--- src/rtl/tpc_ptr_regs.vh ---
// Register map, field positions, reset values and codes for the
// tributary pointer control and status block.
// Assumes inclusion by bare name from the design files.
`ifndef TPC_PTR_REGS_VH
`define TPC_PTR_REGS_VH

// ----------------------------------------------------------------
// Register indices (byte address = index * 4)
// ----------------------------------------------------------------
`define TPC_IDX_CFG_A        8'h38
`define TPC_IDX_LOP_A        8'h3F
`define TPC_IDX_CFG_B        8'h58
`define TPC_IDX_LOP_B        8'h5F
`define TPC_IDX_CFG_C        8'h78
`define TPC_IDX_LOP_C        8'h7F
`define TPC_IDX_ALM_A        8'hA0
`define TPC_IDX_ALM_B        8'hC0
`define TPC_IDX_ALM_C        8'hE0
`define TPC_IDX_AUX_BASE     8'hF0
`define TPC_CFG_PAGE         3'h1
`define TPC_ALM_PAGE         3'h5
`define TPC_CFG_ROW_FIRST    5'h18
`define TPC_CFG_ROW_LAST     5'h1E
`define TPC_LOP_ROW          5'h1F
`define TPC_ALM_ROW          5'h00
`define TPC_AUX_PAGE         4'hF

// ----------------------------------------------------------------
// Decoded access kinds
// ----------------------------------------------------------------
`define TPC_KIND_NONE        3'h0
`define TPC_KIND_CFG         3'h1
`define TPC_KIND_LOP         3'h2
`define TPC_KIND_ALM         3'h3
`define TPC_KIND_AUX         3'h4

// ----------------------------------------------------------------
// Configuration/status fields
// ----------------------------------------------------------------
`define TPC_B_AIS_INS        0
`define TPC_B_IDLE_INS       1
`define TPC_B_DIAG           2
`define TPC_B_ALM_EN         3
`define TPC_B_LOST           4
`define TPC_B_FOLLOW         5
`define TPC_CTL_RESET        6'h00
`define TPC_GRP_ALL_FOUR     2'h3

// ----------------------------------------------------------------
// Alarm status fields
// ----------------------------------------------------------------
`define TPC_B_RELAY          0
`define TPC_B_AIS_ST         1
`define TPC_B_EVT_EN         2
`define TPC_B_ESE            3
`define TPC_B_PJ             4
`define TPC_B_NJ             5
`define TPC_AIS_NEED_RELAY   2'h1
`define TPC_AIS_NEED_NORMAL  2'h3

// ----------------------------------------------------------------
// Auxiliary control fields
// ----------------------------------------------------------------
`define TPC_B_IDLE_CODE      0
`define TPC_B_MON_IN         1
`define TPC_B_TU3            2

// ----------------------------------------------------------------
// Byte stream codes
// ----------------------------------------------------------------
`define TPC_BK_PAYLOAD       2'h0
`define TPC_BK_V5            2'h1
`define TPC_BK_PTR_NDF       2'h2
`define TPC_BK_PTR_OTHER     2'h3
`define TPC_BYTE_ONES        8'hFF
`define TPC_BYTE_ZERO        8'h00
`define TPC_NDF_MASK         8'hF0

`endif
--- src/rtl/tpc_byte_proc.v ---
// Outgoing byte substitution for one tributary byte stream.
// Assumes controls already qualified for the byte's tributary.
`timescale 1ns/1ps
`include "tpc_ptr_regs.vh"

module tpc_byte_proc (
    // Clock and reset
    input  wire       ref_clk_i,
    input  wire       sys_rst_i,
    input  wire       ce_i,
    // Incoming byte
    input  wire [7:0] byte_i,
    input  wire [1:0] kind_i,
    input  wire       valid_i,
    // Controls
    input  wire       ais_i,
    input  wire       idle_i,
    input  wire       diag_i,
    input  wire       ones_i,
    // Outgoing byte
    output reg  [7:0] byte_o,
    output reg        valid_o
);

    reg [7:0] byte_next;
    reg       is_ptr;

    // ------------------------------------------------------------
    // Substitution
    // ------------------------------------------------------------
    always @* begin
        is_ptr    = (kind_i == `TPC_BK_PTR_NDF) || (kind_i == `TPC_BK_PTR_OTHER);
        byte_next = byte_i;
        if (idle_i) begin
            if (kind_i == `TPC_BK_V5) begin
                byte_next = `TPC_BYTE_ZERO;
            end else if (!is_ptr) begin
                byte_next = ones_i ? `TPC_BYTE_ONES : `TPC_BYTE_ZERO;
            end else if (diag_i && kind_i == `TPC_BK_PTR_NDF) begin
                byte_next = byte_i ^ `TPC_NDF_MASK;
            end
        end else if (ais_i) begin
            byte_next = `TPC_BYTE_ONES;
        end else if (diag_i && kind_i == `TPC_BK_PTR_NDF) begin
            byte_next = byte_i ^ `TPC_NDF_MASK;
        end
    end

    always @(posedge ref_clk_i) begin
        if (sys_rst_i) begin
            byte_o  <= `TPC_BYTE_ZERO;
            valid_o <= 1'b0;
        end else if (ce_i) begin
            byte_o  <= byte_next;
            valid_o <= valid_i;
        end
    end

endmodule

--- src/rtl/tpc_ptr_ctrl_status.v ---
// Fourth-tributary control/status, loss-of-pointer flags and first
// tributary alarm status for three pointer processors.
// Assumes all status inputs come from logic on ref_clk_i.
`timescale 1ns/1ps
`include "tpc_ptr_regs.vh"

// Summary of operation
// - AIS insert drives every outgoing byte of the tributary to all ones.
// - Idle insert wins over AIS insert when both are set.
// - Idle replaces payload with idle code and forces V5 to zero.
// - Pointer bytes pass unchanged during idle insertion, except an NDF pointer byte with pointer diagnose set.
// - Idle code is zeros or ones by idle-code select.
// - Pointer diagnose inverts NDF of outgoing pointer, also with idle.
// - Pointer diagnose is ignored while AIS insert is set and idle insert is clear.
// - Alarm enable gates loss-of-pointer and AIS change interrupts.
// - Live loss-of-pointer status of each fourth tributary is readable.
// - Follower mode collapses FIFO dead zone for the tributary.
// - Follower mode forwards every tributary or higher-order justification.
// - Group configuration bits mirror the first tributary's setting.
// - Fourth-tributary controls act only in four-tributary groups, not TU3.
// - Per-group loss-of-pointer flags set on any change of an active fourth tributary, cleared by read.
// - Flags read zero in TU3 mode or for inactive fourth tributary.
// - Flags latch even while alarm enable is clear.
// - First alarm register reports TU3 in TU3 mode, else first tributary.
// - AIS declared after one indication with relay set, else three.
// - Pointer-event enable gates FIFO error and justification interrupts.
// - Elastic store error flag sets on FIFO slip, clears on read.
// - Justification flags follow monitor select and clear on read.
// - Live path AIS status of first tributary or TU3 is readable.
module tpc_ptr_ctrl_status #(
    parameter NUM_PROC = 3,
    parameter GROUPS   = 7
) (
    // Clock, reset, enable
    input  wire                         ref_clk_i,
    input  wire                         sys_rst_i,
    input  wire                         ce_i,
    // Avalon-MM slave
    input  wire [9:0]                   avs_address_i,
    input  wire                         avs_read_i,
    input  wire                         avs_write_i,
    input  wire [3:0]                   avs_byteenable_i,
    input  wire [31:0]                  avs_writedata_i,
    output reg  [31:0]                  avs_readdata_o,
    output reg                          avs_waitrequest_o,
    // Group configuration and fourth-tributary status
    input  wire [2*GROUPS*NUM_PROC-1:0] group_config_i,
    input  wire [GROUPS*NUM_PROC-1:0]   lop_state_i,
    input  wire [GROUPS*NUM_PROC-1:0]   ais_state_i,
    input  wire [GROUPS*NUM_PROC-1:0]   trib_just_i,
    input  wire [NUM_PROC-1:0]          ho_just_i,
    // First tributary / TU3 events
    input  wire [NUM_PROC-1:0]          ais_ind_valid_i,
    input  wire [NUM_PROC-1:0]          ais_ind_i,
    input  wire [NUM_PROC-1:0]          fifo_err_i,
    input  wire [NUM_PROC-1:0]          in_pos_just_i,
    input  wire [NUM_PROC-1:0]          in_neg_just_i,
    input  wire [NUM_PROC-1:0]          out_pos_just_i,
    input  wire [NUM_PROC-1:0]          out_neg_just_i,
    // Outgoing byte streams
    input  wire [8*NUM_PROC-1:0]        strm_byte_i,
    input  wire [2*NUM_PROC-1:0]        strm_kind_i,
    input  wire [3*NUM_PROC-1:0]        strm_grp_i,
    input  wire [NUM_PROC-1:0]          strm_tu4_i,
    input  wire [NUM_PROC-1:0]          strm_valid_i,
    output wire [8*NUM_PROC-1:0]        strm_byte_o,
    output wire [NUM_PROC-1:0]          strm_valid_o,
    // Pointer generator controls
    output reg  [GROUPS*NUM_PROC-1:0]   pointer_follower_mode_o,
    output reg  [GROUPS*NUM_PROC-1:0]   follow_just_o,
    output reg  [NUM_PROC-1:0]          idle_code_select_o,
    output reg  [NUM_PROC-1:0]          tu3_mode_o,
    // Interrupt requests and live status
    output reg  [NUM_PROC-1:0]          alarm_irq_o,
    output reg  [NUM_PROC-1:0]          pointer_event_irq_o,
    output reg  [NUM_PROC-1:0]          path_alarm_status_o
);

    localparam NT = GROUPS * NUM_PROC;

    // ------------------------------------------------------------
    // State
    // ------------------------------------------------------------
    reg [5:0]          ctl_reg [0:NT-1];
    reg [NT-1:0]       lop_flag_reg;
    reg [NT-1:0]       lop_flag_next;
    reg [NT-1:0]       lop_prev_reg;
    reg [NT-1:0]       ais_prev_reg;
    reg [NT-1:0]       act;
    reg [NUM_PROC-1:0] evt_en_reg;
    reg [NUM_PROC-1:0] relay_reg;
    reg [NUM_PROC-1:0] ais_st_reg;
    reg [NUM_PROC-1:0] ese_reg;
    reg [NUM_PROC-1:0] pj_reg;
    reg [NUM_PROC-1:0] nj_reg;
    reg [NUM_PROC-1:0] ese_next;
    reg [NUM_PROC-1:0] pj_next;
    reg [NUM_PROC-1:0] nj_next;
    reg [NUM_PROC-1:0] idle_code_reg;
    reg [NUM_PROC-1:0] mon_in_reg;
    reg [NUM_PROC-1:0] tu3_reg;
    reg [1:0]          ais_cnt_reg [0:NUM_PROC-1];
    reg [NUM_PROC-1:0] px_ais;
    reg [NUM_PROC-1:0] px_idle;
    reg [NUM_PROC-1:0] px_diag;
    reg [7:0]          rd_byte;
    reg [2:0]          grp;

    wire [7:0] idx  = avs_address_i[9:2];
    wire       acc  = (avs_read_i || avs_write_i) && avs_waitrequest_o;
    wire       wr   = acc && avs_write_i && avs_byteenable_i[0];
    wire       rd   = acc && avs_read_i;
    wire [2:0] kind = dec_kind(idx);
    wire [1:0] vsel = dec_tributary_pointer_processor(idx);

    // Loop and index variables, one set per process
    integer t;
    integer v;
    integer si;
    integer rt;
    integer ci;
    integer ct;
    integer cv;
    integer cg;

    // ------------------------------------------------------------
    // Decode helpers
    // ------------------------------------------------------------
    function [2:0] dec_kind;
        input [7:0] a;
        reg   [2:0] pg;
        begin
            pg       = a[7:5];
            dec_kind = `TPC_KIND_NONE;
            if (a[7:4] == `TPC_AUX_PAGE) begin
                if (a[3:0] < NUM_PROC)
                    dec_kind = `TPC_KIND_AUX;
            end else if (pg >= `TPC_CFG_PAGE && pg < `TPC_CFG_PAGE + NUM_PROC) begin
                if (a[4:0] == `TPC_LOP_ROW)
                    dec_kind = `TPC_KIND_LOP;
                else if (a[4:0] >= `TPC_CFG_ROW_FIRST && a[4:0] <= `TPC_CFG_ROW_LAST)
                    dec_kind = `TPC_KIND_CFG;
            end else if (pg >= `TPC_ALM_PAGE && pg < `TPC_ALM_PAGE + NUM_PROC) begin
                if (a[4:0] == `TPC_ALM_ROW)
                    dec_kind = `TPC_KIND_ALM;
            end
        end
    endfunction

    function [1:0] dec_tributary_pointer_processor;
        input [7:0] a;
        begin
            if (a[7:4] == `TPC_AUX_PAGE)
                dec_tributary_pointer_processor = a[1:0];
            else if (a[7])
                dec_tributary_pointer_processor = a[6:5] - 2'h1;
            else
                dec_tributary_pointer_processor = a[6:5] - 2'h1;
        end
    endfunction

    function [1:0] grp_cfg;
        input integer n;
        begin
            grp_cfg = group_config_i[2*n +: 2];
        end
    endfunction

    function [1:0] ais_need;
        input relay;
        begin
            ais_need = relay ? `TPC_AIS_NEED_RELAY : `TPC_AIS_NEED_NORMAL;
        end
    endfunction

    // ------------------------------------------------------------
    // Activity, flag next values, stream controls
    // ------------------------------------------------------------
    always @* begin
        for (t = 0; t < NT; t = t + 1) begin
            act[t] = !tu3_reg[t / GROUPS] && (grp_cfg(t) == `TPC_GRP_ALL_FOUR);
            lop_flag_next[t] = lop_flag_reg[t];
            if (rd && kind == `TPC_KIND_LOP && vsel == t / GROUPS)
                lop_flag_next[t] = 1'b0;
            if (act[t] && (lop_state_i[t] != lop_prev_reg[t]))
                lop_flag_next[t] = 1'b1;
        end
        for (v = 0; v < NUM_PROC; v = v + 1) begin
            ese_next[v] = ese_reg[v];
            pj_next[v]  = pj_reg[v];
            nj_next[v]  = nj_reg[v];
            if (rd && kind == `TPC_KIND_ALM && vsel == v) begin
                ese_next[v] = 1'b0;
                pj_next[v]  = 1'b0;
                nj_next[v]  = 1'b0;
            end
            if (fifo_err_i[v])
                ese_next[v] = 1'b1;
            if (mon_in_reg[v] ? in_pos_just_i[v] : out_pos_just_i[v])
                pj_next[v] = 1'b1;
            if (mon_in_reg[v] ? in_neg_just_i[v] : out_neg_just_i[v])
                nj_next[v] = 1'b1;
            grp = strm_grp_i[3*v +: 3];
            si  = v * GROUPS + grp;
            px_ais[v]  = 1'b0;
            px_idle[v] = 1'b0;
            px_diag[v] = 1'b0;
            if (strm_tu4_i[v] && grp < GROUPS) begin
                if (act[si]) begin
                    px_ais[v]  = ctl_reg[si][`TPC_B_AIS_INS];
                    px_idle[v] = ctl_reg[si][`TPC_B_IDLE_INS];
                    px_diag[v] = ctl_reg[si][`TPC_B_DIAG];
                end
            end
        end
    end

    // ------------------------------------------------------------
    // Read data mux
    // ------------------------------------------------------------
    always @* begin
        rd_byte = `TPC_BYTE_ZERO;
        rt      = 0;
        ci      = vsel * GROUPS + (idx[4:0] - `TPC_CFG_ROW_FIRST);
        case (kind)
            `TPC_KIND_CFG: begin
                rd_byte = {grp_cfg(ci), ctl_reg[ci]};
                rd_byte[`TPC_B_LOST] = lop_state_i[ci];
            end
            `TPC_KIND_LOP: begin
                for (rt = 0; rt < GROUPS; rt = rt + 1)
                    rd_byte[rt] = lop_flag_reg[vsel * GROUPS + rt] && act[vsel * GROUPS + rt];
            end
            `TPC_KIND_ALM: begin
                rd_byte[`TPC_B_RELAY]  = relay_reg[vsel];
                rd_byte[`TPC_B_AIS_ST] = ais_st_reg[vsel];
                rd_byte[`TPC_B_EVT_EN] = evt_en_reg[vsel];
                rd_byte[`TPC_B_ESE]    = ese_reg[vsel];
                rd_byte[`TPC_B_PJ]     = pj_reg[vsel];
                rd_byte[`TPC_B_NJ]     = nj_reg[vsel];
            end
            `TPC_KIND_AUX: begin
                rd_byte[`TPC_B_IDLE_CODE] = idle_code_reg[vsel];
                rd_byte[`TPC_B_MON_IN]    = mon_in_reg[vsel];
                rd_byte[`TPC_B_TU3]       = tu3_reg[vsel];
            end
            default: begin
                rd_byte = `TPC_BYTE_ZERO;
            end
        endcase
    end

    // ------------------------------------------------------------
    // Registers, bus answer and outputs
    // ------------------------------------------------------------
    always @(posedge ref_clk_i) begin
        if (sys_rst_i) begin
            avs_waitrequest_o       <= 1'b1;
            avs_readdata_o          <= {32{1'b0}};
            lop_flag_reg            <= {NT{1'b0}};
            lop_prev_reg            <= {NT{1'b0}};
            ais_prev_reg            <= {NT{1'b0}};
            pointer_follower_mode_o <= {NT{1'b0}};
            follow_just_o           <= {NT{1'b0}};
            evt_en_reg              <= {NUM_PROC{1'b0}};
            relay_reg               <= {NUM_PROC{1'b0}};
            ais_st_reg              <= {NUM_PROC{1'b0}};
            ese_reg                 <= {NUM_PROC{1'b0}};
            pj_reg                  <= {NUM_PROC{1'b0}};
            nj_reg                  <= {NUM_PROC{1'b0}};
            idle_code_reg           <= {NUM_PROC{1'b0}};
            mon_in_reg              <= {NUM_PROC{1'b0}};
            tu3_reg                 <= {NUM_PROC{1'b0}};
            idle_code_select_o      <= {NUM_PROC{1'b0}};
            tu3_mode_o              <= {NUM_PROC{1'b0}};
            alarm_irq_o             <= {NUM_PROC{1'b0}};
            pointer_event_irq_o     <= {NUM_PROC{1'b0}};
            path_alarm_status_o     <= {NUM_PROC{1'b0}};
            for (ct = 0; ct < NT; ct = ct + 1)
                ctl_reg[ct] <= `TPC_CTL_RESET;
            for (cv = 0; cv < NUM_PROC; cv = cv + 1)
                ais_cnt_reg[cv] <= 2'h0;
        end else if (ce_i) begin
            if (acc) begin
                avs_waitrequest_o <= 1'b0;
                avs_readdata_o    <= {{24{1'b0}}, rd_byte};
            end else begin
                avs_waitrequest_o <= 1'b1;
            end
            lop_flag_reg <= lop_flag_next;
            lop_prev_reg <= lop_state_i;
            ais_prev_reg <= ais_state_i;
            ese_reg      <= ese_next;
            pj_reg       <= pj_next;
            nj_reg       <= nj_next;
            for (ct = 0; ct < NT; ct = ct + 1) begin
                if (wr && kind == `TPC_KIND_CFG && ci == ct) begin
                    ctl_reg[ct][`TPC_B_AIS_INS]  <= avs_writedata_i[`TPC_B_AIS_INS];
                    ctl_reg[ct][`TPC_B_IDLE_INS] <= avs_writedata_i[`TPC_B_IDLE_INS];
                    ctl_reg[ct][`TPC_B_DIAG]     <= avs_writedata_i[`TPC_B_DIAG];
                    ctl_reg[ct][`TPC_B_ALM_EN]   <= avs_writedata_i[`TPC_B_ALM_EN];
                    ctl_reg[ct][`TPC_B_FOLLOW]   <= avs_writedata_i[`TPC_B_FOLLOW];
                end
                pointer_follower_mode_o[ct] <= act[ct] && ctl_reg[ct][`TPC_B_FOLLOW];
                follow_just_o[ct] <= act[ct] && ctl_reg[ct][`TPC_B_FOLLOW]
                                     && (trib_just_i[ct] || ho_just_i[ct / GROUPS]);
            end
            for (cv = 0; cv < NUM_PROC; cv = cv + 1) begin
                if (wr && kind == `TPC_KIND_ALM && vsel == cv) begin
                    evt_en_reg[cv] <= avs_writedata_i[`TPC_B_EVT_EN];
                    relay_reg[cv]  <= avs_writedata_i[`TPC_B_RELAY];
                end
                if (wr && kind == `TPC_KIND_AUX && vsel == cv) begin
                    idle_code_reg[cv] <= avs_writedata_i[`TPC_B_IDLE_CODE];
                    mon_in_reg[cv]    <= avs_writedata_i[`TPC_B_MON_IN];
                    tu3_reg[cv]       <= avs_writedata_i[`TPC_B_TU3];
                end
                // Count widened so a saturated count cannot wrap
                if (ais_ind_valid_i[cv]) begin
                    if (!ais_ind_i[cv]) begin
                        ais_cnt_reg[cv] <= 2'h0;
                        ais_st_reg[cv]  <= 1'b0;
                    end else if ({1'b0, ais_cnt_reg[cv]} + 3'h1 >= {1'b0, ais_need(relay_reg[cv])}) begin
                        ais_cnt_reg[cv] <= ais_need(relay_reg[cv]);
                        ais_st_reg[cv]  <= 1'b1;
                    end else begin
                        ais_cnt_reg[cv] <= ais_cnt_reg[cv] + 2'h1;
                    end
                end
                path_alarm_status_o[cv] <= ais_st_reg[cv];
                idle_code_select_o[cv]  <= idle_code_reg[cv];
                tu3_mode_o[cv]          <= tu3_reg[cv];
                pointer_event_irq_o[cv] <= evt_en_reg[cv] && (ese_reg[cv] || pj_reg[cv] || nj_reg[cv]);
                alarm_irq_o[cv] <= 1'b0;
                for (cg = 0; cg < GROUPS; cg = cg + 1) begin
                    if (act[cv * GROUPS + cg] && ctl_reg[cv * GROUPS + cg][`TPC_B_ALM_EN]
                        && (lop_flag_reg[cv * GROUPS + cg]
                            || ais_state_i[cv * GROUPS + cg] != ais_prev_reg[cv * GROUPS + cg]))
                        alarm_irq_o[cv] <= 1'b1;
                end
            end
        end
    end

    // ------------------------------------------------------------
    // Byte substitution per processor
    // ------------------------------------------------------------
    genvar g;
    generate
        for (g = 0; g < NUM_PROC; g = g + 1) begin : gen_proc
            tpc_byte_proc u_proc (
                .ref_clk_i (ref_clk_i),
                .sys_rst_i (sys_rst_i),
                .ce_i      (ce_i),
                .byte_i    (strm_byte_i[8*g +: 8]),
                .kind_i    (strm_kind_i[2*g +: 2]),
                .valid_i   (strm_valid_i[g]),
                .ais_i     (px_ais[g]),
                .idle_i    (px_idle[g]),
                .diag_i    (px_diag[g]),
                .ones_i    (idle_code_reg[g]),
                .byte_o    (strm_byte_o[8*g +: 8]),
                .valid_o   (strm_valid_o[g])
            );
        end
    endgenerate

endmodule

--- config.mk ---
export PLATFORM = sky130hd
export DESIGN_NAME = tpc_ptr_ctrl_status
export DESIGN_NICKNAME = d
export VERILOG_FILES = /design/src/rtl/tpc_byte_proc.v /design/src/rtl/tpc_ptr_ctrl_status.v
export VERILOG_INCLUDE_DIRS = /design/src /design/src/rtl
export SDC_FILE = /design/constraint.sdc
export NUM_CORES = 1
export LEC_CHECK = 0
export BUFFER_PORTS_ARGS = -buffer_cell sky130_fd_sc_hd__buf_2
export CAP_MARGIN = 20
export CORE_ASPECT_RATIO = 0.6
export CORE_MARGIN = 1.5
export CORE_UTILIZATION = 25
export DETAILED_ROUTE_END_ITERATION = 6
export PLACE_DENSITY = 0.49
export SLEW_MARGIN = 20
export SYNTH_ARGS = -nofsm -noshare
export SYNTH_HDL_FRONTEND = slang
export SYNTH_HIERARCHICAL = 1
export SYNTH_SLANG_ARGS = --single-unit
--- constraint.sdc ---
create_clock -name ref_clk_i -period 4.8 [get_ports ref_clk_i]
set_input_delay 0.96 -clock ref_clk_i [delete_from_list [all_inputs] [get_ports ref_clk_i]]
set_output_delay 0.96 -clock ref_clk_i [all_outputs]
set_load 0.01 [all_outputs]
==> Word-level counts from Yosys, hierarchy flattened <==
Memory sizes are Yosys's and may differ from the RTL's.
Index checks and enable logic that the tools add are counted.
{ "op_classes": {"n_lt_le_gt_ge": 24, "multipliers": 1, "reduce_logical": 314, "n_eq_ne": 103, "muxes": 429, "shift": 1, "n_addsub": 17, "bitwise": 117} }
{ "ops": {"columns": ["cell", "count"], "rows": [
  ["$mux W1", 362],
  ["$logic_and A1 B1 Y1", 186],
  ["$mux W8", 18],
  ["$or A1 B1 Y1", 114],
  ["$bmux W1 S5", 17],
  ["$reduce_and A2 Y1", 37],
  ["$reduce_bool A2 Y1", 30],
  ["$eq A2 B2 Y1 const B", 28],
  ["$eq A7 B5 Y1 const B", 8],
  ["$logic_or A1 B1 Y1", 52],
  ["$ne A1 B1 Y1", 42],
  ["$shiftx A42 B8 Y2", 1],
  ["$lt A6 B6 Y1 const B", 6],
  ["$eq A7 B6 Y1 const B", 5],
  ["$logic_not A32 Y1", 1],
  ["$mux W2", 16],
  ["$eq A7 B4 Y1 const B", 4],
  ["$add A5 B3 Y6 const B", 3],
  ["$bmux W1 S2", 9],
  ["$eq A7 B3 Y1 const B", 2],
  ["$add A5 B2 Y6 const B", 2],
  ["$lt A3 B3 Y1 const B", 4],
  ["$lt A5 B6 Y1 const B", 2],
  ["$not A4 Y4", 3],
  ["36 further kinds", 54]
]} }
{ "totals": {"memories": 2, "inputBits": 225, "regBits": 183, "ram_bits": 111, "output_inout_bits": 117, "elab_cells": 1073} }
{ "mem_list": {"columns": ["memory", "depth", "word_bits", "read_ports", "rd_clocked_by_memory_dff", "write_ports", "line", "rtl"], "rows": [
  ["ctl_reg", 21, 5, 25, 0, 21, "tpc_ptr_ctrl_status.v:84", "reg [5:0] ctl_reg [0:NT-1];"],
  ["ais_cnt_reg", 3, 2, 3, 0, 3, "tpc_ptr_ctrl_status.v:102", "reg [1:0] ais_cnt_reg [0:NUM_PROC-1];"]
]} }

==> Logic depth before layout (Yosys ltp) <==
Gate-level depths: netlist of run 1.
{ "logic_depth": {"ltp_word": 14, "mapped_depth": 18, "mapped_depth_nobuf": 13} }

==> By module <==
Netlist of run 1, hierarchy kept.
{ "by_module_without_submodules": {"columns": ["module", "area_per_inst_um2", "seq_area_each_um2", "cells_per_inst", "instances"], "rows": [
  ["tpc_ptr_ctrl_status", 15448.6, 6456.2, 1545, 1],
  ["tpc_byte_proc", 548.0, 180.2, 63, 3]
]} }

==> Least setup slack after synthesis of run 1 <==
No wires, ideal clock.
{ "synth_timing": {"kind": "input to register", "startpoint": "input avs_address_i[9]", "endpoint": "memory ctl_reg[16][0] in the netlist's numbering, enable pin", "arrival_ps": 4803, "t_required_ps": 4484, "stages": 17, "setup_time_ps": 316, "path_buffers": 4, "setup_slack_ps": -320, "path_cell_list": "clkbuf_2 > nand4_1 > nand2_1 > inv_2 > clkbuf_1 > buf_2 > ha_1 > clkbuf_1 > inv_1 > ha_1 > a21oi_1 > and2_1 > xnor2_2 > and2_1 > a21boi_0 > nand3_1 > nand2b_1"} }
{ "synth_lines": {"columns": ["item", "line", "rtl"], "rows": [
  ["from (decl)", "tpc_ptr_ctrl_status.v:39", "input wire [9:0] avs_address_i,"],
  ["to (decl)", "tpc_ptr_ctrl_status.v:84", null]
]} }

==> Final worst setup path of run 1 <==
{ "layout_timing": {"startpoint": "input avs_address_i[8]", "endpoint": "register avs_readdata_o[3]"} }
{ "layout_via": {"elab_chain_len": 8, "elab_cells_between_ends": 25, "cone_classes": "3 x add/sub; 1 x mul; 3 x order compare; 4 x eq/ne; 11 x mux; 2 x reduce/logical; 1 x memory"} }
{ "layout_rtl": {"columns": ["item", "line", "rtl"], "rows": [
  ["$sub A2 B1 Y2 or $eq A4 B4 Y1 (tied branches)", null, null],
  ["$mux W2", "tpc_ptr_ctrl_status.v:153", "if (a[7:4] == `TPC_AUX_PAGE)"],
  ["$mul A2 B3 Y5", "tpc_ptr_ctrl_status.v:224, tpc_ptr_ctrl_status.v:232", null],
  ["$add A5 B2 Y6", "tpc_ptr_ctrl_status.v:232", "rd_byte[rt] = lop_flag_reg[vsel * GROUPS + rt] && act[vsel * GROUPS + rt];"],
  ["$bmux W1 S5", "tpc_ptr_ctrl_status.v:232", null],
  ["$mux W1 (implied by the code)", "tpc_ptr_ctrl_status.v:232", null],
  ["$logic_and A1 B1 Y1", "tpc_ptr_ctrl_status.v:232", null],
  ["$pmux W3 S3 *", "tpc_ptr_ctrl_status.v:225", "case (kind)"],
  ["to (signal assigned)", "tpc_ptr_ctrl_status.v:259", "avs_readdata_o <= {32{1'b0}};"],
  ["to (signal assigned)", "tpc_ptr_ctrl_status.v:286", "avs_readdata_o <= {{24{1'b0}}, rd_byte};"],
  ["to (decl)", "tpc_ptr_ctrl_status.v:44", "output reg [31:0] avs_readdata_o,"]
]} }
Mark *: on every way between the ends. The rest lies on a longest branch, timed or not. The select of a mux whose other input is x is not followed.
A chain may end at the register's enable or synchronous reset.

==> results.md, run 1 <==
* Cell variety after synth at 77
* Final Total Pwr at 6.82 mW
* Slowest cell on crit path: fa_2
* Sequential area share after synthesis at 40.9%
* Syn_area_per_cell at 9.86 µm²
* Largest net degree at the start of global routing at 78
* I/O pin count at 342
* GRT Total Usage at 19.5%
* Chip Width at 341 µm
* Total gr overflow at 0
* Final HPWL DP at 54500 µm
* Max transition margin at 23.3%
* Worst path bufs/invs at 4
* Worst Path Arrival at 4.47 ns
* Async S/R FF share, synth at 0%
* Most frequent cells in the layout: buf_2, nor2_1, dfxtp_1, nand2_1, edfxtp_1
* Slew at the pin closest to its max-slew limit at 1.15 ns
* Startpoint type of the worst setup path: primary input
* Largest register FFs at 105
* Most common cell after layout, fill and taps aside: buf_2
* CTS Buffer Depth at 3
* EDFF count, synth at 111
* RD Place Congestion at 0.930
* Initial Util at 25.2%
* Hold Path Class: register to register
* Final count of hold timing violations at 0
* Crit path largest cell delay at 0.62 ns
* TritonCTS clock tree: yes
* # nets final at 2259
* Slew Limit Fails at 0
* Critical path cell sequence: buf_2, inv_1, ha_1, mux2i_2, inv_1, ha_1, fa_2, buf_12, mux4_2, mux4_2, nor2_1, a211oi_1, o31a_1
* Setup TNS at 0 ns
* I/O Buffers at 285
* Post-Syn Instances at 1734
* Post-route minimum period at 4.00 ns
* # setup viols final at 0
* Hold buffer count at CTS at 0
* DR vias at 15400
* Post-layout util at 30.7%
* FMAX at 250 MHz
* # rows at 74
* Routed vias/inst at 5.21
* #FFs+latches synth at 294
* Max-cap check violation count at 0
* Critical Path Sink Type: register
* Die ar. at 70000 µm²
* Number of global-route vias before repair at 14600
* Skew-Pair Late Insertion Delay at 0.59 ns
* Routed WL per cell at 23.7 µm
* Worst path required time at 5.27 ns
* Setup Skew at 0.0348 ns
* Clock transition at path regs at 0.07 ns
* VDD IR max at 0.197 mV
* Initial antenna violation count at 8
* Period utilisation layout at 83.4%
* H-tree levels at 2
* First-pass GRT wire length at 100000 µm
* Drt drc at 0
* Core area at 67900 µm²
* CTS Buf Count at 34
* DRT antenna net count at 0
* P_leak at 8.08 nW
* Power Density at 328 nW/µm²
* Most used flip-flop cell after synthesis: dfxtp_1
* Routed WL at 69900 µm
* Area delta synth->final at 21.7%
* CTS Sinks at 294
* Die span in y at 206 µm
* Number of iterations in the first detailed-routing pass at 5
* WS Path Type: primary input to register
* CTS Root Cell: clkbuf_16
* Netlist Area Pre-Place at 17100 µm²
* Initial detailed-routing violation count at 1717
* Outcome: completed
* Warning count from the yosys run at 6
* RSZ-0062 raised after global routing: false
* Ratio of cells with drive above 1 in the final layout at 26.5%
* Crit Path Max Fanout at 31
* Postcts setup bufs at 0
* CTS resizes at 0
* Delay-heaviest family, CP: adder cells
==> cells in the mapped netlist, types with 5 or more instances <==
library cell	number	share of area, %
a211oi_1	17	0.75
a21oi_1	100	2.9
a22oi_1	15	0.66
a311oi_1	5	0.26
a31oi_1	8	0.29
a32oi_1	21	1.1
and2_1	6	0.22
and3b_1	20	1.0
buf_1	12	0.26
buf_2	17	0.50
buf_4	27	1.2
buf_6	5	0.33
clkbuf_1	88	1.9
dfxtp_1	183	21
edfxtp_1	111	20
ha_1	21	1.5
inv_1	36	0.79
mux2_2	9	0.59
mux2i_1	87	5.1
mux4_2	78	10
nand2_1	118	2.6
nand2b_1	110	4.0
nand3_1	62	1.8
nand4_1	16	0.59
nor2_1	233	5.1
nor2b_1	12	0.44
nor3_1	17	0.50
o2111ai_1	32	1.6
o211ai_1	40	1.8
o21ai_0	31	0.91
o21ai_1	12	0.35
o22ai_1	17	0.62
o31ai_1	6	0.26
o32ai_1	12	0.61
xnor2_1	17	0.87
xor2_1	45	2.3
==> cell families (layout without fill, tap and decap cells) <==
logic type	count (synthesis)	after routing	share of synthesized area, %
xor+xnor	63	63	3.27
fa+ha+maj	25	25	2.01
buf+inv	187	464	5.05
flops	294	294	40.9
mux	178	178	16.4
compound gates	350	350	13.8
other cells	1	25	0.0219
simple gates	636	636	18.5
==> final timing paths <==
path                                start                            to  slack [ns]  depth (start not counted)
max                      avs_address_i[8]             avs_readdata_o[3]        0.80                         13
min          gen_proc[1].u_proc/byte_o[1]  gen_proc[1].u_proc/byte_o[1]        0.46                          2
max reg2reg                    tu3_reg[1]  gen_proc[1].u_proc/byte_o[5]        1.00                         10
min reg2reg  gen_proc[1].u_proc/byte_o[1]  gen_proc[1].u_proc/byte_o[1]        0.46                          2
==> area by class of cell <==
cell class                      instances  area [µm²]
Clock inverter                         12         120
Antenna cell                            1        2.50
Timing Repair Buffer                  366        2100
Inverter                               37         139
Clock buffer                           49         937
Fill cell                            7099       47100
Tap cell                              912        1140
Multi-Input combinational cell       1276        9370
Sequential cell                       294        7000
==> worst register-to-register path: stages (launching register included) <==
cell and delay (ns):
dfxtp_1 0.54, and3b_1 0.90, mux4_2 0.46, mux2i_1 0.08, o21ai_0 0.17, nand4_1 0.16
a211oi_1 0.55, and2b_4 0.28, o21ai_1 0.07, o32ai_1 0.30, o22ai_1 0.13
==> per-stage QoR <==
step           instance area (µm²)  setup slack (ns)  instances  hold slack [ns]
2_1_floorplan                17200            0.0192       1757            0.446
3_5_place_dp                 19700             0.248       2884            0.455
6_report                     20800             0.798       2947            0.463
5_1_grt                      20800             0.607       2946            0.483
4_1_cts                      20800             0.862       2945            0.465
3_3_place_gp                 19700             0.265       2884            0.452
==> per-layer routing <==
metal	track usage (%)	vias up	wire (µm)	share of wire (%)
met2	27.2	738	28100	40
met1	29.0	7619	32600	47
met5	0	-	57	0.082
met3	6.47	81	8090	12
met4	3.81	10	1050	1.5
li1	-	6909	-	-
==> report_power, final <==
group	switching (mW)	total, mW	internal, mW
Clock	1.17	2.56	1.39
Combinational	0.869	1.48	0.614
Sequential	0.0870	2.78	2.69
Note: power is estimated with default switching activity, not from simulation.
==> run 2: changes to the inputs <==
ABC_AREA = 1   (was default)
PLACE_DENSITY = 0.48   (was 0.49)
clock period = 4 ns   (was 4.8 ns; I/O delays follow)
==> run 2 against run 1 <==
Net effect:
- sequential power up 21%
- flip-flop and latch count unchanged
- sequential share of layout area down 1.4 points
- via count up 23%
- area after synthesis about the same
- die area about the same
- highest routed layer is now met4
- critical path depth up 6
- combinational power up 55%
==> results.md, run 2 <==
* Slew at the pin closest to its max-slew limit at 0.994 ns (-0.156 ns)
* # nets final at 3029 (+34%)
* Routed WL at 82400 µm (+18%)
* Top-count cell post-synth: nand2_1
* Power Density at 409 nW/µm² (+25%)
* FMAX at 267 MHz
* Outcome: completed
* Initial Util at 25.2% (about the same)
* CTS Buffer Depth at 3 (unchanged)
* Core area at 67900 µm² (unchanged)
* Max-cap check violation count at 0 (unchanged)
* Chip Width at 341 µm (about the same)
* Most used flip-flop cell after synthesis: dfxtp_1
* Netlist Area Pre-Place at 17100 µm² (about the same)
* Number of iterations in the first detailed-routing pass at 6 (+1)
* P_leak at 9.59 nW (+19%)
* Worst path required time at 4.45 ns (-0.82 ns)
* # rows at 74 (unchanged)
* WS Path Type: primary input to register
* R2r endpoint: gen_proc[1].u_proc/byte_o[7]
* Min-delay src: strm_valid_i[0]
* Cell variety after synth at 61 (-21%)
* Post-route minimum period at 3.74 ns
* Top cells by count, synth: nand2_1, nor2_1, o21ai_0, inv_1, a21oi_1
* Slew Limit Fails at 0 (unchanged)
* Reg2Reg Launch Point: tu3_reg[1]
* I/O Buffers at 285 (unchanged)
* First-pass GRT wire length at 117000 µm (+17%)
* Hold Path Class: primary input to register
* Postcts setup bufs at 0 (unchanged)
* Max transition margin at 33.7% (+10 points)
* DR vias at 18900 (+23%)
* Warning count from the yosys run at 6 (unchanged)
* Drt drc at 0 (unchanged)
* I/O pin count at 342 (unchanged)
* Syn_area_per_cell at 7.14 µm² (-28%)
* Largest net degree at the start of global routing at 113 (+45%)
* Register-to-register setup slack at 0.45 ns (-0.55 ns)
* Routed WL per cell at 22.2 µm (-6.6%)
* Post-Layout Cell Count at 3717 (+26%)
* Synth area leader: dfxtp_1
* Period utilisation layout at 93.5%
* Die span in y at 206 µm (about the same)
* Most frequent cells in the layout: nand2_1, buf_2, nor2_1, o21ai_0, inv_1
* Area delta synth->final at 27.2%
* Total gr overflow at 0 (unchanged)
* Hold WS at 0.418 ns (-0.0449 ns)
* Final HPWL DP at 64700 µm (+19%)
* CTS Buf Count at 31 (-8.8%)
* Skew-Pair Late Insertion Delay at 0.61 ns (+0.02 ns)
* RD Place Congestion at 0.979 (+5.3%)
* Initial detailed-routing violation count at 2201 (+28%)
* R2R depth at 15 (+5)
* Setup Skew at 0.0113 ns (-0.0234 ns)
* CTS resizes at 0 (unchanged)
* Post-layout util at 32.0% (+1.4 points)
* Sequential area share after synthesis at 40.9% (about the same)
* Hold buffer count at CTS at 0 (unchanged)
* H-tree levels at 1 (-1)
* Clock transition at path regs at 0.07 ns (about the same)
* Most common cell after layout, fill and taps aside: nand2_1
* Async S/R FF share, synth at 0% (unchanged)
* Synth top area cells: dfxtp_1, edfxtp_1, nand2_1
* Die ar. at 70000 µm² (about the same)
* CTS Sinks at 294 (unchanged)
* Worst hold path cell count at 3 (+1)
* # setup viols final at 0 (unchanged)
* EDFF count, synth at 111 (unchanged)
* Startpoint type of the worst setup path: primary input
* Worst Path Arrival at 4.19 ns (-0.28 ns)
* Share of the synthesized area in the top cell type at 21.4% (about the same)
* #FFs+latches synth at 294 (unchanged)
* Setup TNS at 0 ns (unchanged)
* Post-Place Cells at 3658 (+27%)
* Largest register FFs at 105 (unchanged)
* Final count of hold timing violations at 0 (unchanged)
* Fillcell total at 7335 (+3.3%)
* DRT antenna net count at 0 (unchanged)
* GRT Total Usage at 22.6% (+3.1 points)
* Number of global-route vias before repair at 17400 (+19%)
* Post-Syn Instances at 2394 (+38%)
* Critical Path Sink Type: register
* Crit Path Max Fanout at 4 (-87%)
* TritonCTS clock tree: yes
* Min-Delay Endpoint: gen_proc[0].u_proc/valid_o
* RSZ-0062 raised after global routing: false
* CTS Root Cell: clkbuf_16
* Routed vias/inst at 5.09 (-2.2%)
* Initial antenna violation count at 2 (-6)
* VDD IR max at 0.377 mV (+91%)
* Ratio of cells with drive above 1 in the final layout at 19.9% (-6.5 points)
run 2: area by class of cell:
| type | instances | area [µm²] | area share, % |
|---|---|---|---|
| multi-input cells | 1752 | 8720 | 40.1 |
| clock inverters | 8 | 105 | 0.484 |
| diodes | 2 | 5.00 | 0.0230 |
| well taps | 912 | 1140 | 5.25 |
| flip-flops and latches | 294 | 7000 | 32.2 |
| repair buffers | 460 | 2850 | 13.1 |
| inverters | 240 | 903 | 4.16 |
| clock buffers | 49 | 1010 | 4.65 |
run 2: worst max-delay path, stage by stage:
cell and delay (ns):
buf_2 0.11, inv_1 0.08, ha_1 0.28, inv_1 0.06, o21ai_4 0.17, ha_1 0.30, fa_1 0.43, buf_4 0.16
xnor2_2 0.20, inv_1 0.12, buf_4 0.15, nor2_1 0.41, o21ai_0 0.23, nand4_1 0.24, nand2_1 0.09, a21oi_1 0.14
nand2_1 0.07, nand2_1 0.06, a21oi_1 0.06
run 2: report_power, final:
part	total, mW	internal, mW	switching, mW	leakage, nW
registers	3.36	3.25	0.113	2.62
clock network	3.23	1.86	1.37	0.555
logic	2.29	0.786	1.51	6.41
total	8.89	5.90	2.99	9.59
run 2: per-stage QoR:
step                      power (mW)  setup WS [ns]  instance area (µm²)
after global placement          5.62         -0.248                20600
after global routing            9.21          0.147                21700
final                           8.89          0.259                21700
after detailed placement        5.64         -0.256                20600
after CTS                       8.89          0.381                21700
after floorplan                 4.52        0.00722                17200
run 2: layer usage:
layer,up-vias,track usage [%],wire (µm)
met4,0,3.30,1120
met1,9092,34.6,39500
met3,69,4.83,8180
li1,8846,-,-
met2,927,32.7,33600
met5,-,0,0
run 2: logic make-up (layout without fill, tap and decap cells):
| group | Yosys count | after routing | share of synthesized area [%] |
|---|---|---|---|
| AOI/OAI and AO/OA | 651 | 651 | 21.2 |
| xor gates and xnor gates | 35 | 35 | 1.79 |
| adders and majority gates | 25 | 25 | 2.01 |
| buffers and inverters | 371 | 757 | 8.80 |
| DFF | 294 | 294 | 40.9 |
| other | 1 | 26 | 0.0219 |
| and+or+nand+nor | 1017 | 1017 | 25.2 |
run 2: how the worst max path moves through the flow:
stage                                   end  slack (ns)             start
after floorplan               ctl_reg[1][0]       0.007  avs_address_i[6]
after global placement    avs_readdata_o[0]       -0.25  avs_address_i[8]
after detailed placement  avs_readdata_o[0]       -0.26  avs_address_i[8]
after CTS                 avs_readdata_o[0]        0.38  avs_address_i[8]
after global routing      avs_readdata_o[1]        0.15  avs_address_i[8]
final                     avs_readdata_o[0]        0.26  avs_address_i[8]
==> run 3: changes to the inputs <==
PLACE_DENSITY = 0.4   (was 0.48)
==> run 3 against run 2 <==
Net effect:
- non-clock buffer count up 4
- critical path type unchanged
- setup slack got worse by 0.021 ns
- sequential share of layout area shrank 0.36 points
- largest cell class unchanged
==> results.md, run 3 (synthesized netlist as in run 2, its figures left out) <==
* Delay-heaviest family, CP: adder cells
* Startpoint type of the worst setup path: primary input
* Clock share of power at 37.6% (+1.2 points)
* Drt drc at 0 (unchanged)
* H-tree levels at 2 (+1)
* Hold WS at 0.464 ns (+0.0458 ns)
* Initial Util at 25.2% (unchanged)
* FMAX at 266 MHz (-0.55%)
* Core area at 67900 µm² (unchanged)
* TritonCTS clock tree: yes
* CTS Root Cell: clkbuf_16
* Hold buffer count at CTS at 0 (unchanged)
* Crit path largest cell delay at 0.56 ns (+0.13 ns)
* CTS Buffer Depth at 3 (unchanged)
* Largest net degree at the start of global routing at 146 (+29%)
* Worst path bufs/invs at 6 (unchanged)
* # nets final at 3036 (+0.23%)
* Total gr overflow at 0 (unchanged)
* Largest register FFs at 105 (unchanged)
* VDD IR max at 0.234 mV (-38%)
* DR vias at 18800 (-0.83%)
* Die span in y at 206 µm (unchanged)
* Ratio of cells with drive above 1 in the final layout at 20.1% (+0.15 points)
* Critical Path Sink Type: register
* Number of global-route vias before repair at 17600 (+1.1%)
* I/O Buffers at 285 (unchanged)
* Most frequent cells in the layout: nand2_1, buf_2, nor2_1, o21ai_0, inv_1
* DRT antenna net count at 0 (unchanged)
* Slowest cell on crit path: fa_1
* Postcts setup bufs at 0 (unchanged)
* Hold Path Class: register to register
* RD Place Congestion at 0.988 (+0.94%)
* Number of iterations in the first detailed-routing pass at 6 (unchanged)
* Routed WL at 86200 µm (+4.7%)
* Period utilisation layout at 94.1% (+0.52 points)
* Most common cell after layout, fill and taps aside: nand2_1
* Critical path cell sequence: buf_2, inv_1, ha_1, inv_1, o21ai_4, ha_1, fa_1, inv_1, nand2_1, buf_12, buf_4, o22ai_1, o21ai_0, nand4_1, nand2_1, a21oi_1, nand2_1, nand2_1, a21oi_1
* Skew-Pair Late Insertion Delay at 0.57 ns (-0.04 ns)
* CTS Sinks at 294 (unchanged)
* Sw Ratio at 33.6% (-0.045 points)
* Slew Limit Fails at 0 (unchanged)
* Most used cell, CP: nand2_1
* Area delta synth->final at 28.6%
* Routed WL per cell at 23.1 µm (+4.5%)
* Post-Place Cells at 3662 (+0.11%)
* RSZ-0062 raised after global routing: false
* Fillcell total at 7335 (unchanged)
* Comb pwr share at 26.1% (+0.3 points)
* Reg power frac at 36.3% (-1.5 points)
* Outcome: completed
* Setup Skew at 0.0203 ns (+0.00899 ns)
* Net Sw Power at 3.11 mW (+4.0%)
* Final HPWL DP at 68200 µm (+5.4%)
* # rows at 74 (unchanged)
* # setup viols final at 0 (unchanged)
* Chip Width at 341 µm (unchanged)
* Initial detailed-routing violation count at 2114 (-4.0%)
* Post-route minimum period at 3.76 ns (+0.0208 ns)
* Power Density at 421 nW/µm² (+2.9%)
* P_leak at 9.68 nW (+1.0%)
* Max-cap check violation count at 0 (unchanged)
* WS Path Type: primary input to register
* Slew at the pin closest to its max-slew limit at 0.989 ns (-0.00494 ns)
* Worst path required time at 4.49 ns (+0.04 ns)
* First-pass GRT wire length at 122000 µm (+4.3%)
* GRT Total Usage at 23.9% (+1.3 points)
* Worst Path Arrival at 4.25 ns (+0.06 ns)
* Routed vias/inst at 5.04 (-1.1%)
* Clock transition at path regs at 0.06 ns (about the same)
* Final count of hold timing violations at 0 (unchanged)
* Max transition margin at 34.0% (+0.33 points)
* Post-Layout Cell Count at 3726 (+0.24%)
* Die ar. at 70000 µm² (unchanged)
* Crit Path Max Fanout at 10 (+6)
* Cell-internal power at 6.14 mW (+4.2%)
* I/O pin count at 342 (unchanged)
* CTS Buf Count at 34 (+9.7%)
* CTS resizes at 0 (unchanged)
* Initial antenna violation count at 4 (+2)
[run 3: cell types whose count changed in the layout (fill, tap and decap cells not counted), sizes merged]
cell / previous run / this run
buf: 460 / 464
bufinv: 2 / 4
clkbuf: 49 / 48
clkinv: 10 / 11
clkinvlp: 0 / 1
inv: 236 / 238
[run 3: per-stage QoR]
| step | utilization [%] | area, µm² | TNS [ns] | setup WS, ns | total power, mW |
|---|---|---|---|---|---|
| 6_report | 32.4 | 22000 | 0 | 0.238 | 9.25 |
| 5_1_grt | 32.4 | 22000 | 0 | 0.0907 | 9.63 |
| 4_1_cts | 32.4 | 22000 | 0 | 0.394 | 9.28 |
| 3_5_place_dp | 30.6 | 20800 | -13.70 | -0.189 | 5.77 |
| 3_3_place_gp | 30.6 | 20800 | -13.93 | -0.231 | 5.76 |
| 2_1_floorplan | - | 17200 | 0 | 0.00722 | 4.52 |
[run 3: path summary, 6_finish.rpt]
kind                               from                            to  slack, ns  cells after the start
min          pointer_follower_mode_o[5]    pointer_follower_mode_o[5]       0.46                      2
max reg2reg                  tu3_reg[1]  gen_proc[1].u_proc/byte_o[6]       0.60                     15
min reg2reg  pointer_follower_mode_o[5]    pointer_follower_mode_o[5]       0.46                      2
max                    avs_address_i[8]             avs_readdata_o[0]       0.24                     19
[run 3: power by group through the flow]
stage,clock (mW),combinational (mW),sequential [mW]
3_3_place_gp,0,2.34,3.42
5_1_grt,3.67,2.59,3.37
3_5_place_dp,0,2.35,3.42
6_report,3.48,2.41,3.36
2_1_floorplan,0,1.13,3.40
4_1_cts,3.56,2.36,3.36
[run 3: layout make-up]
cell class / instances / area, µm² / area share [%]
Multi-Input combinational cell: 1752 / 8720 / 39.7
Sequential cell: 294 / 7000 / 31.8
Timing Repair Buffer: 464 / 3000 / 13.7
Tap cell: 912 / 1140 / 5.19
Clock buffer: 48 / 1020 / 4.63
Inverter: 240 / 902 / 4.10
Clock inverter: 14 / 189 / 0.860
Antenna cell: 2 / 5.00 / 0.0228
[run 3: metal layers]
metal | GRT usage, % | routed length (µm) | vias to the layer above
met2 | 33.6 | 34500 | 797
li1 | - | - | 8870
met4 | 4.40 | 1390 | 2
met1 | 36.6 | 42500 | 9021
met5 | 0 | 13 | -
met3 | 5.78 | 7920 | 86
[run 3: worst reg2reg max path, delay by kind of cell, from the launching register on]
family / cells / cell delay (ns)
flip-flops: 1 / 0.40
AO/OA/AOI/OAI: 3 / 0.60
buffers and inverters: 3 / 0.66
AND/OR/NAND/NOR: 9 / 1.65
